### config.mk
export PLATFORM = sky130hd
export DESIGN_NAME = adc_dac_sequencer_fifo
export DESIGN_NICKNAME = d
export VERILOG_FILES = /design/src/adc_dac_sequencer_fifo.v
export VERILOG_INCLUDE_DIRS = /design/src
export SDC_FILE = /design/constraint.sdc
export NUM_CORES = 1
export LEC_CHECK = 0
export BUFFER_PORTS_ARGS = -buffer_cell sky130_fd_sc_hd__buf_2
export CAP_MARGIN = 5
export CORE_ASPECT_RATIO = 0.75
export CORE_UTILIZATION = 55
export DETAILED_ROUTE_END_ITERATION = 10
export GPL_TIMING_DRIVEN = 0
export PLACE_DENSITY = 0.81
export SYNTH_ARGS = -nofsm -noshare
export SYNTH_HDL_FRONTEND = slang
export SYNTH_SLANG_ARGS = --single-unit
export TNS_END_PERCENT = 30
### constraint.sdc
create_clock -name clk -period 10.1 [get_ports clk]
set_clock_uncertainty 0.2 [all_clocks]
set_input_delay 0 -clock clk [delete_from_list [all_inputs] [get_ports clk]]
set_output_delay 0 -clock clk [all_outputs]
set_load 0.01 [all_outputs]
### src/adc_dac_sequencer_fifo_consts.vh
/*
  Constants of the converter control block: command codes, register
  reset values, clock modes, FIFO size and DAC word layout.
  Assumes inclusion by its bare name from the design file.
*/
`ifndef ADC_DAC_SEQUENCER_FIFO_CONSTS_VH
`define ADC_DAC_SEQUENCER_FIFO_CONSTS_VH

`define SETUP_RESET 8'h28
`define SETUP_HDR 2'h1
`define AVG_HDR 3'h1
`define DAC_HDR 4'h1
`define MODE_CNV_INT 2'h0
`define MODE_CNV_EXT 2'h1
`define MODE_SER_INT 2'h2
`define MODE_SER_CLK 2'h3
`define DIFF_UNI_NEXT 2'h2
`define DIFF_BIP_NEXT 2'h3
`define FIFO_DEPTH 16
`define FIFO_AW 4
`define DAC_CODE_WR 2'h0
`define DAC_CODE_WR_LOAD 2'h2
`define DAC_CODE_LOAD_ALL 4'hF
`define DAC_ZERO 12'h000
`define DAC_ONES 12'hFFF
`define INIT_CAPTURE 2'h2
`define INIT_DONE 2'h3

`endif

### src/adc_dac_sequencer_fifo.v
/*
  Serial-port control of a multichannel 12-bit ADC and quad DAC:
  command decode, setup and mode registers, conversion sequencer,
  result FIFO with temperature slot, double-buffered DAC registers.
  Assumes serial and control pins arrive asynchronous to clk and the analog core
  answers each adc_start with one adc_done pulse on clk.
*/
`timescale 1ns/100ps
`default_nettype none
`include "adc_dac_sequencer_fifo_consts.vh"

module adc_dac_sequencer_fifo (
  input wire clk,
  input wire nrst,
  input wire cs_n,
  input wire sclk,
  input wire din,
  input wire convert_start_n,
  input wire dac_load_n,
  input wire dac_wake_level_sel,
  input wire adc_done,
  input wire [12:0] adc_raw,
  output reg dout,
  output reg eoc_n,
  output reg adc_start,
  output reg [2:0] adc_channel,
  output reg adc_diff,
  output reg adc_bipolar,
  output reg adc_temp_sel,
  output reg avg_enable,
  output reg [1:0] clk_mode,
  output reg [1:0] ref_source_sel,
  output reg [47:0] dac_code
);

  localparam S_IDLE = 3'b001;
  localparam S_ISSUE = 3'b010;
  localparam S_WAIT = 3'b100;
  localparam P_CMD = 4'b0001;
  localparam P_MODE = 4'b0010;
  localparam P_DAC1 = 4'b0100;
  localparam P_DAC2 = 4'b1000;

  // Two-flop synchronisers; stage 3 only feeds edge detection
  reg [2:0] cs_s, sck_s, cnv_s, ld_s;
  reg [1:0] din_s, wake_s;
  always @(posedge clk or negedge nrst) begin
    if (!nrst) begin
      cs_s <= 3'h7;
      sck_s <= 3'h0;
      cnv_s <= 3'h7;
      ld_s <= 3'h7;
      din_s <= 2'h0;
      wake_s <= 2'h0;
    end else begin
      cs_s <= {cs_s[1:0], cs_n};
      sck_s <= {sck_s[1:0], sclk};
      cnv_s <= {cnv_s[1:0], convert_start_n};
      ld_s <= {ld_s[1:0], dac_load_n};
      din_s <= {din_s[0], din};
      wake_s <= {wake_s[0], dac_wake_level_sel};
    end
  end

  wire cs_low = ~cs_s[1];
  wire cs_fall = cs_s[2] & ~cs_s[1];
  wire sck_fall = sck_s[2] & ~sck_s[1];
  wire sck_rise = ~sck_s[2] & sck_s[1];
  wire cnv_fall = cnv_s[2] & ~cnv_s[1];
  wire ld_fall = ld_s[2] & ~ld_s[1];

  reg [7:0] setup_reg, conv_reg, uni_reg, bip_reg, avg_reg;
  reg [3:0] phase_reg;
  reg [2:0] bit_cnt_reg;
  reg [6:0] rx_reg;
  reg [7:0] dac_hi_reg;
  reg conv_trig_reg;
  reg dac_wr_reg;
  reg [15:0] dac_word_reg;
  wire [1:0] mode = setup_reg[5:4];
  wire [7:0] rx_byte = {rx_reg, din_s[1]};
  wire byte_done = cs_low & sck_fall & (bit_cnt_reg == 3'h7);

  // Serial receive and command decode
  always @(posedge clk or negedge nrst) begin
    if (!nrst) begin
      setup_reg <= `SETUP_RESET;
      conv_reg <= 8'h00;
      uni_reg <= 8'h00;
      bip_reg <= 8'h00;
      avg_reg <= 8'h00;
      phase_reg <= P_CMD;
      bit_cnt_reg <= 3'h0;
      rx_reg <= 7'h00;
      dac_hi_reg <= 8'h00;
      conv_trig_reg <= 1'b0;
      dac_wr_reg <= 1'b0;
      dac_word_reg <= 16'h0000;
    end else begin
      conv_trig_reg <= 1'b0;
      dac_wr_reg <= 1'b0;
      if (!cs_low) begin
        phase_reg <= P_CMD;
        bit_cnt_reg <= 3'h0;
      end else if (sck_fall) begin
        rx_reg <= rx_byte[6:0];
        bit_cnt_reg <= bit_cnt_reg + 3'h1;
      end
      if (byte_done) begin
        case (phase_reg)
          P_CMD: begin
            if (rx_byte[7]) begin
              conv_reg <= rx_byte;
              conv_trig_reg <= mode[1];
            end else if (rx_byte[7:6] == `SETUP_HDR) begin
              setup_reg <= rx_byte;
              if (rx_byte[1])
                phase_reg <= P_MODE;
            end else if (rx_byte[7:5] == `AVG_HDR) begin
              avg_reg <= rx_byte;
            end else if (rx_byte[7:4] == `DAC_HDR) begin
              phase_reg <= P_DAC1;
            end
          end
          P_MODE: begin
            if (setup_reg[1:0] == `DIFF_BIP_NEXT)
              bip_reg <= rx_byte;
            else
              uni_reg <= rx_byte;
            phase_reg <= P_CMD;
          end
          P_DAC1: begin
            dac_hi_reg <= rx_byte;
            phase_reg <= P_DAC2;
          end
          P_DAC2: begin
            dac_word_reg <= {dac_hi_reg, rx_byte};
            dac_wr_reg <= 1'b1;
            phase_reg <= P_CMD;
          end
          default: phase_reg <= P_CMD;
        endcase
      end
    end
  end

  // Conversion sequencer
  reg [2:0] state_reg;
  reg [3:0] ch_reg, last_reg;
  reg temp_pend_reg;
  wire [1:0] pair = ch_reg[2:1];
  wire is_diff = uni_reg[pair] | bip_reg[pair];
  wire single_only = (mode == `MODE_CNV_EXT) | (mode == `MODE_SER_CLK);
  wire [3:0] ch_next = is_diff ? ({ch_reg[3:1], 1'b0} + 4'h2) :
                       (ch_reg + 4'h1);
  wire cnv_trig = cnv_fall & ~mode[1];
  wire go = cnv_trig | conv_trig_reg;
  wire res_done = (state_reg == S_WAIT) & adc_done;
  wire push = res_done & ~temp_pend_reg;
  wire temp_wr = res_done & temp_pend_reg;
  wire scan_one = single_only | conv_reg[2];

  function [11:0] fmt;
    input [12:0] raw;
    input bip;
    input tmp;
    begin
      if (tmp)
        fmt = raw[11:0];
      else if (bip)
        fmt = raw[12:1];
      else
        fmt = raw[12] ? 12'h000 : raw[11:0];
    end
  endfunction

  wire [11:0] result = fmt(adc_raw, adc_bipolar, adc_temp_sel);

  always @(posedge clk or negedge nrst) begin
    if (!nrst) begin
      state_reg <= S_IDLE;
      ch_reg <= 4'h0;
      last_reg <= 4'h0;
      temp_pend_reg <= 1'b0;
      adc_start <= 1'b0;
      adc_channel <= 3'h0;
      adc_diff <= 1'b0;
      adc_bipolar <= 1'b0;
      adc_temp_sel <= 1'b0;
      eoc_n <= 1'b1;
    end else begin
      adc_start <= 1'b0;
      case (state_reg)
        S_IDLE: begin
          if (go) begin
            last_reg <= {1'b0, conv_reg[5:3]};
            ch_reg <= scan_one ? {1'b0, conv_reg[5:3]} : 4'h0;
            temp_pend_reg <= conv_reg[0];
            state_reg <= S_ISSUE;
          end
        end
        S_ISSUE: begin
          adc_start <= 1'b1;
          adc_temp_sel <= temp_pend_reg;
          adc_diff <= is_diff;
          adc_channel <= is_diff ? {ch_reg[2:1], 1'b0} : ch_reg[2:0];
          adc_bipolar <= is_diff & bip_reg[pair];
          state_reg <= S_WAIT;
        end
        S_WAIT: begin
          if (adc_done) begin
            if (temp_pend_reg) begin
              temp_pend_reg <= 1'b0;
              state_reg <= S_ISSUE;
            end else if (scan_one || ch_next > last_reg) begin
              state_reg <= S_IDLE;
              if (mode != `MODE_SER_CLK)
                eoc_n <= 1'b0;
            end else begin
              ch_reg <= ch_next;
              state_reg <= S_ISSUE;
            end
          end
        end
        default: state_reg <= S_IDLE;
      endcase
      if (mode == `MODE_SER_CLK || cs_fall || cnv_fall)
        eoc_n <= 1'b1;
    end
  end

  // Result FIFO, temperature slot and serial readout
  reg [11:0] fifo_mem [0:`FIFO_DEPTH-1];
  reg [`FIFO_AW-1:0] wr_ptr_reg, rd_ptr_reg;
  reg [`FIFO_AW:0] count_reg;
  reg temp_valid_reg;
  reg [11:0] temp_reg;
  reg [15:0] tx_reg;
  reg [3:0] tx_cnt_reg;
  reg [1:0] src_reg;
  wire tx_edge = (mode == `MODE_SER_CLK) ? sck_rise : sck_fall;
  wire wrap = cs_low & tx_edge & (tx_cnt_reg == 4'hF);
  wire load = cs_fall | wrap;
  wire full = count_reg[`FIFO_AW];
  wire pop = wrap & src_reg[1] & (count_reg != 5'h00);
  wire temp_clr = wrap & src_reg[0];
  wire temp_avail = temp_valid_reg & ~temp_clr;
  wire [4:0] cnt_left = count_reg - {4'h0, pop};
  wire [3:0] head = rd_ptr_reg + {3'h0, pop};
  wire [15:0] next_pair = temp_avail ? {4'h0, temp_reg} :
                          (cnt_left != 5'h00) ? {4'h0, fifo_mem[head]} :
                          16'h0000;

  always @(posedge clk) begin
    if (push)
      fifo_mem[wr_ptr_reg] <= result;
  end

  always @(posedge clk or negedge nrst) begin
    if (!nrst) begin
      wr_ptr_reg <= 4'h0;
      rd_ptr_reg <= 4'h0;
      count_reg <= 5'h00;
      temp_valid_reg <= 1'b0;
      temp_reg <= 12'h000;
      tx_reg <= 16'h0000;
      tx_cnt_reg <= 4'h0;
      src_reg <= 2'h0;
      dout <= 1'b0;
    end else begin
      if (push)
        wr_ptr_reg <= wr_ptr_reg + 4'h1;
      if (pop || (push && full))
        rd_ptr_reg <= rd_ptr_reg + 4'h1;
      if (push && !full && !pop)
        count_reg <= count_reg + 5'h01;
      else if (pop && !push)
        count_reg <= count_reg - 5'h01;
      if (temp_wr) begin
        temp_reg <= result;
        temp_valid_reg <= 1'b1;
      end else if (temp_clr)
        temp_valid_reg <= 1'b0;
      if (load) begin
        tx_reg <= {next_pair[14:0], 1'b0};
        src_reg <= {~temp_avail & (cnt_left != 5'h00), temp_avail};
        dout <= next_pair[15];
        tx_cnt_reg <= 4'h0;
      end else if (cs_low && tx_edge) begin
        tx_reg <= {tx_reg[14:0], 1'b0};
        dout <= tx_reg[15];
        tx_cnt_reg <= tx_cnt_reg + 4'h1;
      end
    end
  end

  // DAC input and output registers
  reg [47:0] dac_in_reg;
  reg [1:0] init_reg;
  wire [1:0] dsel = dac_word_reg[13:12];
  wire [11:0] wake_val = wake_s[1] ? `DAC_ONES : `DAC_ZERO;
  integer i;

  always @(posedge clk or negedge nrst) begin
    if (!nrst) begin
      init_reg <= 2'h0;
      dac_in_reg <= 48'h000000000000;
      dac_code <= 48'h000000000000;
      clk_mode <= 2'h0;
      ref_source_sel <= 2'h0;
      avg_enable <= 1'b0;
    end else begin
      clk_mode <= mode;
      ref_source_sel <= setup_reg[3:2];
      avg_enable <= avg_reg[4] & (mode != `MODE_SER_CLK);
      if (init_reg != `INIT_DONE)
        init_reg <= init_reg + 2'h1;
      if (init_reg == `INIT_CAPTURE) begin
        dac_in_reg <= {4{wake_val}};
        dac_code <= {4{wake_val}};
      end else begin
        if (dac_wr_reg &&
            dac_word_reg[15:12] == `DAC_CODE_LOAD_ALL)
          dac_code <= dac_in_reg;
        else if (dac_wr_reg) begin
          for (i = 0; i < 4; i = i + 1) begin
            if (dsel == i[1:0]) begin
              dac_in_reg[i*12 +: 12] <= dac_word_reg[11:0];
              if (dac_word_reg[15:14] == `DAC_CODE_WR_LOAD)
                dac_code[i*12 +: 12] <= dac_word_reg[11:0];
            end
          end
        end
        if (ld_fall)
          dac_code <= dac_in_reg;
      end
    end
  end

endmodule // adc_dac_sequencer_fifo
`default_nettype wire

==> Yosys cells after proc, flatten, opt, wreduce, memory -nomap -nowiden <==
Memory sizes are Yosys's and may differ from the RTL's.
Index checks and enable logic that the tools add are counted.
{ "classes": {"n_addsub": 11, "multipliers": 0, "div": 0, "n_lt_le_gt_ge": 2, "n_eq_ne": 29, "shifts": 0, "n_mux": 77, "n_bitwise": 37, "reduce_logical": 57} }
{ "ops": {"columns": ["op", "n"], "rows": [
  ["$mux 48", 7],
  ["$mux 12", 15],
  ["$mux 4", 14],
  ["$reduce_and 3->1", 12],
  ["$mux 16", 2],
  ["$reduce_bool 2->1", 14],
  ["$mux 1", 24],
  ["$reduce_bool 4->1", 6],
  ["$and 1x1->1", 20],
  ["$add 4x1->4 const B", 4],
  ["$pmux 4 s2", 2],
  ["$mux 3", 5],
  ["$reduce_and 5->1", 3],
  ["$ne 2x2->1 const B", 7],
  ["$eq 2x2->1 const B", 6],
  ["$eq 4x4->1 const B", 3],
  ["$not 1->1", 12],
  ["$mux 5", 2],
  ["$reduce_and 2->1", 5],
  ["$reduce_bool 5->1", 2],
  ["$pmux 3 s3", 1],
  ["$eq 4x1->1 const B", 2],
  ["$eq 2x1->1 const B", 3],
  ["$eq 3x1->1 const B", 2],
  ["23 further kinds", 40]
]} }
{ "totals": {"regBits": 252, "latch_bits": 0, "ramBits": 192, "rom_bits": 0, "input_bits": 22, "output_inout_bits": 62, "elab_cells": 263, "memories": 1} }
{ "mem_list": {"columns": ["memory", "depth", "word_bits", "rd", "rd_clocked_by_memory_dff", "wr", "line_no", "text"], "rows": [
  ["fifo_mem", 16, 12, 1, 0, 1, "adc_dac_sequencer_fifo.v:233", "reg [11:0] fifo_mem [0:`FIFO_DEPTH-1];"]
]} }

==> Logic depth before layout (Yosys ltp) <==
Gate-level depths: netlist of the first run.
{ "depth": {"ltp_word": 12, "ltp_mapped": 13} }

==> Worst setup path after synthesis of the first run <==
No wires, ideal clock.
{ "synth_path": {"kind": "register to register", "startpoint": "register sck_s[1]", "endpoint": "register tx_reg[10]", "arrival_ns": 3.304, "slack_ns": 6.470, "path_stages_with_launch": 13, "period_less_slack_ns": 3.630, "path_cell_list": "dfrtp_1 nand2b_1 clkbuf_1 o21a_1 nor3_2 ha_1 ha_1 clkbuf_1 clkbuf_1 mux4_2 a211oi_1 a21oi_1 a221o_1"} }
{ "synth_between": {"elab_chain_len": 12} }
{ "synth_rtl": {"columns": ["element", "line_no", "text"], "rows": [
  ["start, declared", "adc_dac_sequencer_fifo.v:45", "reg [2:0] cs_s, sck_s, cnv_s, ld_s;"],
  ["start signal, assigned", "adc_dac_sequencer_fifo.v:57", "sck_s <= {sck_s[1:0], sclk};"],
  ["$not 1->1", "adc_dac_sequencer_fifo.v:67", "wire sck_fall = sck_s[2] & ~sck_s[1];"],
  ["$and 1x1->1", "adc_dac_sequencer_fifo.v:67", null],
  ["$mux 1 *", "adc_dac_sequencer_fifo.v:241", "wire tx_edge = (mode == `MODE_SER_CLK) ? sck_rise : sck_fall;"],
  ["$and 1x1->1 (2 in a row)", "adc_dac_sequencer_fifo.v:242", "wire wrap = cs_low & tx_edge & (tx_cnt_reg == 4'hF);"],
  ["$and 1x1->1 (2 in a row)", "adc_dac_sequencer_fifo.v:245", "wire pop = wrap & src_reg[1] & (count_reg != 5'h00);"],
  ["$add 4x1->4 or $sub 5x1->5 (tied branches)", "adc_dac_sequencer_fifo.v:249, adc_dac_sequencer_fifo.v:248", null],
  ["$mem_v2 16x12 or $reduce_bool 5->1 (tied branches)", null, null],
  ["$mux 12", "adc_dac_sequencer_fifo.v:251", "(cnt_left != 5'h00) ? {4'h0, fifo_mem[head]} :"],
  ["$mux 12", "adc_dac_sequencer_fifo.v:250", "wire [15:0] next_pair = temp_avail ? {4'h0, temp_reg} :"],
  ["$mux 16", "adc_dac_sequencer_fifo.v:284", "if (load) begin"],
  ["end signal, assigned", "adc_dac_sequencer_fifo.v:285", "tx_reg <= {next_pair[14:0], 1'b0};"],
  ["end signal, assigned", "adc_dac_sequencer_fifo.v:290", "tx_reg <= {tx_reg[14:0], 1'b0};"],
  ["end, declared", "adc_dac_sequencer_fifo.v:238", "reg [15:0] tx_reg;"]
]} }
Every way passes the cells marked *; elsewhere a longest branch is shown, timed or not.
A chain may end at the register's enable or synchronous reset.

==> Worst setup path after layout of the first run <==
{ "layout_path": {"startpoint": "register setup_reg[4]", "endpoint": "register tx_reg[11]"} }
{ "layout_between": {"elab_chain_len": 11} }
{ "layout_rtl": {"columns": ["element", "line_no", "text"], "rows": [
  ["start, declared", "adc_dac_sequencer_fifo.v:72", "reg [7:0] setup_reg, conv_reg, uni_reg, bip_reg, avg_reg;"],
  ["start signal, assigned", "adc_dac_sequencer_fifo.v:87", "setup_reg <= `SETUP_RESET;"],
  ["start signal, assigned", "adc_dac_sequencer_fifo.v:116", "setup_reg <= rx_byte;"],
  ["$eq 2x2->1 (no line) *", null, null],
  ["$mux 1 *", "adc_dac_sequencer_fifo.v:241", null],
  ["$and 1x1->1 (2 in a row)", "adc_dac_sequencer_fifo.v:242", null],
  ["$and 1x1->1 (2 in a row)", "adc_dac_sequencer_fifo.v:245", null],
  ["$add 4x1->4 or $sub 5x1->5 (tied branches)", "adc_dac_sequencer_fifo.v:249, adc_dac_sequencer_fifo.v:248", null],
  ["$mem_v2 16x12 or $reduce_bool 5->1 (tied branches)", null, null],
  ["$mux 12", "adc_dac_sequencer_fifo.v:251", null],
  ["$mux 12", "adc_dac_sequencer_fifo.v:250", null],
  ["$mux 16", "adc_dac_sequencer_fifo.v:284", null]
]} }
Marks and branches as above.

==> impl_metrics.csv, run 1 <==
group,metric,value,unit
run_status,outcome,"completed",
die,placeableCoreArea,32300,µm²
die,initial_utilization,0.558,
detailed_routing,detailedRoute.firstPassIterationCount,5,
detailed_routing,wl_per_cell,21.4,µm
logic_synthesis,synth_area,18000,µm²
final_layout,mostFrequentLayoutCell,"sky130_fd_sc_hd__dfrtp_1",
worst_setup_path,cp-startpoint,"setup_reg[4]",
final_layout,finish.cell_count_without_fillers,1855,
flow_run,drv.max_cap_violation_count,0,
die,io_pins,84,
detailed_routing,num_vias,11000,
detailed_routing,antenna_violating_nets_post_route,0,
cts,cts_tree,"built",
power,pwr-share-clk,0.404,
cts,clock_latency,0.56,ns
worst_setup_path,required,10.32,ns
hold_path,hold_class,"in -> reg",
logic_synthesis,synthArstFlopShare,0.562,
worst_setup_path,cpLargestDelayFamily,"compound AO/OA/AOI/OAI gates",
sta,hold_viol_final,0,
sta,worst-slew-pin-transition,1.24,ns
power,netSwitchingPower,0.000885,W
logic_synthesis,synth_top_family_by_area,"multiplexers",
power,power_leakage,8.52,nW
logic_synthesis,muxShareOfSynthArea,0.152,
sta,relSlewSlack,0.171,
logic_synthesis,post_synth.cell_area_avg,14.7,µm²
power,combinationalPowerShare,0.075,
power,pwr_density_cell,184,nW/µm²
cts,cts_made_buffers,42,
power,total_power,0.00381,W
die,die_w,211,µm
worst_setup_path,rr_startpoint,"setup_reg[4]",
logic_synthesis,synth_fp_nets,1272,
sta,layout_worst_path_cycle_share,0.493,
power,switching_share,0.232,
place,place.detailed.hpwl,26200,µm
global_routing,grt_pass1_vias,11000,
detailed_routing,detailedRoute.firstIterationViolations,1143,
sta,setup_total_negative_slack,0,ns
sta,setup_violations,0,
logic_synthesis,synth_edf_count,192,
sta,slew_violations,0,
place,placed_cells,1759,
power,cell_internal_pwr,0.00292,W
die,row_count,57,
cts,ctsHtreeMaxLevel,2,
power,vdd_ir_drop_max,136,µV
cts,cts_root_buffer,"sky130_fd_sc_hd__clkbuf_16",
cts,clock_tree.buffer_depth,3,
sta,period_minus_slack,4.98,ns
logic_synthesis,synth_top_flop_cell,"sky130_fd_sc_hd__dfrtp_1",
logic_synthesis,synth_seq_area_share,0.662,
detailed_routing,drt_drc_violations_left,0,
worst_setup_path,worst-path-max-fanout,10,
global_routing,grt_first_pass_wirelength,62900,µm
logic_synthesis,synthCells,1228,
cts,clkSinkCount,438,
worst_setup_path,timing.critical_path.buf_inv,2,
detailed_routing,route.detailed.vias_per_inst,5.95,
worst_setup_path,setup.worst_path.start_class,"flop",
sta,maxClockFrequency,201,MHz
cts,cts.reportedPaths.clkPinSlew,0.06,ns
global_routing,overflow,0,
final_layout,syn_to_final_growth,14.7,%
hold_path,hp-start,"adc_raw[11]",
logic_synthesis,post_synth_xor_area_fraction,0.0102,
worst_setup_path,cell_chain_critical_path,"and2_1, o21a_1, nor3_2, ha_1, ha_1, clkbuf_1, clkbuf_1, mux4_2, a211oi_1, a21oi_1, a221o_1",
worst_setup_path,critical_path.endpoint_type,"flop",
place,buffer_ports.inserted,83,
final_layout,antennaDiodeCount,0,
global_routing,grt_max_degree,129,
final_layout,final_cell_mix,"232 x sky130_fd_sc_hd__dfrtp_1, 192 x sky130_fd_sc_hd__edfxtp_1, 96 x sky130_fd_sc_hd__nand2_1, 90 x sky130_fd_sc_hd__buf_2, 81 x sky130_fd_sc_hd__a21oi_1",
sta,setup_repair_after_global_routing_missed_its_margin,"false",
final_layout,largest_reg_flops,192,
detailed_routing,detail_route.wirelength,39700,µm
logic_synthesis,post_synth_and_or_nand_nor_area_fraction,0.0586,
die,die_h,159,µm
worst_setup_path,cp_data_arrival_time,5.20,ns
final_layout,final_layout_size_suffix_gt1_frac,0.217,
global_routing,antenna_found_initial,0,
logic_synthesis,synthAdderAreaFrac,0.0157,
logic_synthesis,ys_ff_latch,438,
logic_synthesis,yosys_warnings,0,
global_routing,gr-usage-all-layers,0.246,
die,die_outline_area,33500,µm²
power,seqPwrFrac,0.521,
cts,cts-resized-gates,0,
place,routability_congestion_estimate_from_global_placement,0.851,
worst_setup_path,cp_slowest_cell,"sky130_fd_sc_hd__clkbuf_1",
logic_synthesis,synth-compound-area-share,0.0830,
worst_setup_path,timing_worst_setup_path_type,"reg -> reg",
logic_synthesis,synth_cell_types,62,
final_layout,finalNetCount,1423,
worst_setup_path,max_stage_delay,0.62,ns
## kinds of logic after synthesis
logic type | count (synthesis)
AO/OA/AOI/OAI | 245
AND/OR/NAND/NOR | 221
flip-flops | 438
buffers and inverters | 86
multiplexers | 195
XOR/XNOR | 21
adder cells (fa/ha/maj) | 22
## repair_timing
action,4_1_cts,5_1_grt
hold buffers,16,0
endpoints found under the hold margin,137,0
buffers inserted,0,0
## path summary, 6_finish.rpt
path                               endpoint  slack (ns)  cells after the start
setup / recovery                 tx_reg[11]        5.12                     11
hold / removal             fifo_mem[14][11]        0.05                      2
setup reg to reg                 tx_reg[11]        5.12                     11
hold reg to reg                    din_s[1]        0.15                      0
max in group asynchronous         ch_reg[2]        8.66                      4
min in group asynchronous           cs_s[2]        0.40                      3
## final cells by class
cell class | count | area (µm²)
buffer | 59 | 231
clock buffer | 69 | 1240
clock inverter | 9 | 121
fill | 2253 | 11600
inverter | 27 | 101
multi-input combinational | 704 | 5790
sequential | 438 | 11900
tap | 442 | 553
timing repair buffer | 107 | 706
## layer usage
layer | vias up | track usage | part of all wire
met5 | - | 0 | 0
met4 | 0 | 0.0626 | 0.018
met3 | 69 | 0.0481 | 0.075
met2 | 423 | 0.365 | 0.45
met1 | 5664 | 0.375 | 0.45
li1 | 4879 | - | -
## Yosys cell counts, types with 8 or more instances
master	instances	area share
sky130_fd_sc_hd__a21o_1	18	0.0075
sky130_fd_sc_hd__dfstp_2	14	0.020
sky130_fd_sc_hd__a211oi_1	10	0.0042
sky130_fd_sc_hd__a22o_1	17	0.0083
sky130_fd_sc_hd__nand2b_1	8	0.0028
sky130_fd_sc_hd__a221o_1	11	0.0061
sky130_fd_sc_hd__o21ai_1	55	0.015
sky130_fd_sc_hd__a21oi_1	81	0.022
sky130_fd_sc_hd__mux2_1	57	0.036
sky130_fd_sc_hd__mux4_2	50	0.062
sky130_fd_sc_hd__clkbuf_1	47	0.0098
sky130_fd_sc_hd__mux2_2	66	0.041
sky130_fd_sc_hd__nor2_1	39	0.0081
sky130_fd_sc_hd__xor2_1	9	0.0044
sky130_fd_sc_hd__nand3_1	18	0.0050
sky130_fd_sc_hd__nor2b_1	20	0.0069
sky130_fd_sc_hd__edfxtp_1	192	0.32
sky130_fd_sc_hd__ha_1	21	0.015
sky130_fd_sc_hd__xnor2_1	12	0.0058
sky130_fd_sc_hd__buf_2	8	0.0022
sky130_fd_sc_hd__inv_1	25	0.0052
sky130_fd_sc_hd__nand2_1	96	0.020
sky130_fd_sc_hd__mux2i_1	19	0.011
sky130_fd_sc_hd__dfrtp_1	232	0.32
sky130_fd_sc_hd__o21ai_0	24	0.0067
## per-stage QoR
step           hold slack, ns   util  setup slack (ns)  instance area, µm²
6_report               0.0510  0.640              5.12               20700
5_1_grt                0.0531  0.640              4.88               20700
4_1_cts                0.0157  0.639              5.13               20700
3_5_place_dp          -0.0910  0.592              5.35               19100
3_3_place_gp          -0.0946  0.588              4.70               19000
2_1_floorplan          -0.496      -              6.47               18000
## power groups by stage
stage / Sequential, W / Clock [W] / Combinational (W)
floorplan: 0.00200 / 0 / 0.000174
finish: 0.00198 / 0.00154 / 0.000286
CTS: 0.00198 / 0.00156 / 0.000287
global placement: 0.00201 / 0 / 0.000268
detailed placement: 0.00201 / 0 / 0.000279
global route: 0.00199 / 0.00163 / 0.000317
No activity file was read; power rests on OpenSTA's default activity.
==> run 2, diff against run 1 <==
--- a/config.mk
+++ b/config.mk
@@ -12,7 +12,7 @@
 export CORE_UTILIZATION = 55
 export DETAILED_ROUTE_END_ITERATION = 10
 export GPL_TIMING_DRIVEN = 0
-export PLACE_DENSITY = 0.81
+export PLACE_DENSITY = 0.83
 export SYNTH_ARGS = -nofsm -noshare
 export SYNTH_HDL_FRONTEND = slang
 export SYNTH_SLANG_ARGS = --single-unit
==> constraint.sdc (replaced) <==
create_clock -name clk -period 4.1 [get_ports clk]
set_clock_uncertainty 0.2 [all_clocks]
set_input_delay 0 -clock clk [delete_from_list [all_inputs] [get_ports clk]]
set_output_delay 0 -clock clk [all_outputs]
set_load 0.01 [all_outputs]
==> impl_metrics.csv, run 2 (synthesized netlist as in run 1, its figures left out) <==
group,metric,value,unit
sta,maxClockFrequency,257,MHz
detailed_routing,detailedRoute.firstIterationViolations,1170,
global_routing,gr-usage-all-layers,0.253,
sta,setup_total_negative_slack,0,ns
place,placement.setup.worst_slack,-0.767,ns
final_layout,largest_reg_flops,192,
cts,cts.reportedPaths.clkPinSlew,0.06,ns
die,die_outline_area,33500,µm²
final_layout,final_cell_mix,"232 x sky130_fd_sc_hd__dfrtp_1, 192 x sky130_fd_sc_hd__edfxtp_1, 96 x sky130_fd_sc_hd__nand2_1, 85 x sky130_fd_sc_hd__buf_2, 81 x sky130_fd_sc_hd__a21oi_1",
sta,final_critical_path_setup_slack,0.203,ns
run_status,outcome,"completed",
final_layout,multi_input_comb_area,5830,µm²
place,buffer_ports.inserted,83,
sta,period_minus_slack,3.90,ns
sta,setup_violations,0,
detailed_routing,route.detailed.vias_per_inst,6.03,
die,die_w,211,µm
final_layout,seqCellArea,11900,µm²
global_routing,grt_first_pass_wirelength,64500,µm
global_routing,overflow,0,
detailed_routing,detail_route.wirelength,41100,µm
final_layout,final_layout_size_suffix_gt1_frac,0.226,
detailed_routing,detailedRoute.firstPassIterationCount,5,
final_layout,fillerInstances,2271,
place,routability_congestion_estimate_from_global_placement,0.835,
global_routing,grt_pass1_vias,11200,
power,power_leakage,8.53,nW
die,io_pins,84,
place,place.detailed.hpwl,27100,µm
worst_setup_path,timing_worst_setup_path_type,"reg -> reg",
sta,relSlewSlack,0.106,
global_routing,grt_max_degree,133,
sta,setup_repair_after_global_routing_missed_its_margin,"false",
detailed_routing,drt_drc_violations_left,0,
sta,hold_viol_final,0,
power,vdd_ir_drop_max,335,µV
detailed_routing,num_vias,11200,
cts,cts_root_buffer,"sky130_fd_sc_hd__clkbuf_16",
final_layout,finalNetCount,1423,
worst_setup_path,setup.worst_path.start_class,"flop",
worst_setup_path,critical_path.endpoint_type,"flop",
die,die_h,159,µm
cts,clock_latency,0.56,ns
cts,clock_tree.buffer_depth,3,
die,initial_utilization,0.558,
detailed_routing,antenna_violating_nets_post_route,0,
worst_setup_path,worst-path-max-fanout,10,
final_layout,antennaDiodeCount,0,
global_routing,antenna_found_initial,1,
worst_setup_path,cp_data_arrival_time,4.11,ns
sta,layout_worst_path_cycle_share,0.950,
final_layout,mostFrequentLayoutCell,"sky130_fd_sc_hd__dfrtp_1",
hold_path,hold_class,"in -> reg",
flow_run,drv.max_cap_violation_count,0,
cts,clkSinkCount,438,
die,placeableCoreArea,32300,µm²
die,row_count,57,
worst_setup_path,required,4.31,ns
cts,cts_made_buffers,42,
power,pwr_density_cell,449,nW/µm²
detailed_routing,wl_per_cell,22.2,µm
sta,slew_violations,0,
final_layout,syn_to_final_growth,14.7,%
cts,ctsHtreeMaxLevel,2,
cts,cts_tree,"built",
sta,worst-slew-pin-transition,1.34,ns
-- run 2: cell types whose count changed in the layout (fill, tap and decap cells not counted), sizes merged --
cell and delta:
inv +2, clkinv +4, clkbuf -10
-- run 2: metrics by stage --
stage	hold slack (ns)	utilization	instance area (µm²)	total power, W	cells
global placement	-0.0942	0.588	19000	0.00561	1753
detailed placement	-0.0934	0.591	19100	0.00566	1758
finish	0.0367	0.640	20700	0.00929	1851
CTS	0.0181	0.639	20600	0.00933	1848
global route	0.0604	0.640	20700	0.00959	1851
floorplan	-0.496	-	18000	0.00535	1228
-- run 2: layout make-up --
| type | instances | area share |
|---|---|---|
| Buffer | 59 | 0.0129 |
| Clock buffer | 59 | 0.0563 |
| Clock inverter | 15 | 0.00641 |
| Inverter | 27 | 0.00490 |
| Multi-Input combinational cell | 704 | 0.282 |
| Sequential cell | 438 | 0.577 |
| Tap cell | 442 | 0.0267 |
| Timing Repair Buffer | 107 | 0.0339 |
-- run 2: final timing paths --
kind                                    from             end  slack (ns)  cells past startpoint
worst max-delay path            count_reg[4]      tx_reg[11]        0.20                     11
worst min-delay path              adc_raw[2]  fifo_mem[9][2]        0.04                      2
worst max register to register  count_reg[4]      tx_reg[11]        0.20                     11
worst min register to register       cs_s[0]         cs_s[1]        0.13                      0
max in group asynchronous               nrst    dac_code[16]        2.49                      4
min in group asynchronous               nrst   tx_cnt_reg[3]        0.29                      3
-- run 2: repair_timing --
action | in CTS | in global routing
setup buffers | 0 | 1
endpoints found under the setup margin | 12 | 12
gates resized for setup | 18 | 10
hold endpoints to repair | 134 | 0
hold buffers | 16 | 0
pin swaps | 0 | 1
-- run 2: where the power goes --
part / switching (W) / total [W] / internal (W)
sequential: 0.000142 / 0.00488 / 0.00474
clock: 0.00163 / 0.00368 / 0.00206
combinational: 0.000417 / 0.000730 / 0.000313
total: 0.00219 / 0.00929 / 0.00711
-- run 2: routing by layer --
metal / vias to the layer above / track usage / share of wire
li1: 4889 / - / -
met1: 5738 / 0.378 / 0.43
met2: 457 / 0.383 / 0.47
met3: 72 / 0.0489 / 0.082
met4: 2 / 0.0655 / 0.018
met5: - / 0 / 0.00019
-- run 2: critical path, cell delays in order (launching register included) --
cell                       delay [ns]
sky130_fd_sc_hd__dfrtp_1         0.43
sky130_fd_sc_hd__or3_1           0.44
sky130_fd_sc_hd__o31ai_2         0.30
sky130_fd_sc_hd__nor3_4          0.10
sky130_fd_sc_hd__ha_1            0.21
sky130_fd_sc_hd__ha_1            0.36
sky130_fd_sc_hd__clkbuf_4        0.27
sky130_fd_sc_hd__clkbuf_4        0.30
sky130_fd_sc_hd__mux4_2          0.39
sky130_fd_sc_hd__a211oi_4        0.35
sky130_fd_sc_hd__a21oi_1         0.10
sky130_fd_sc_hd__a221o_1         0.31
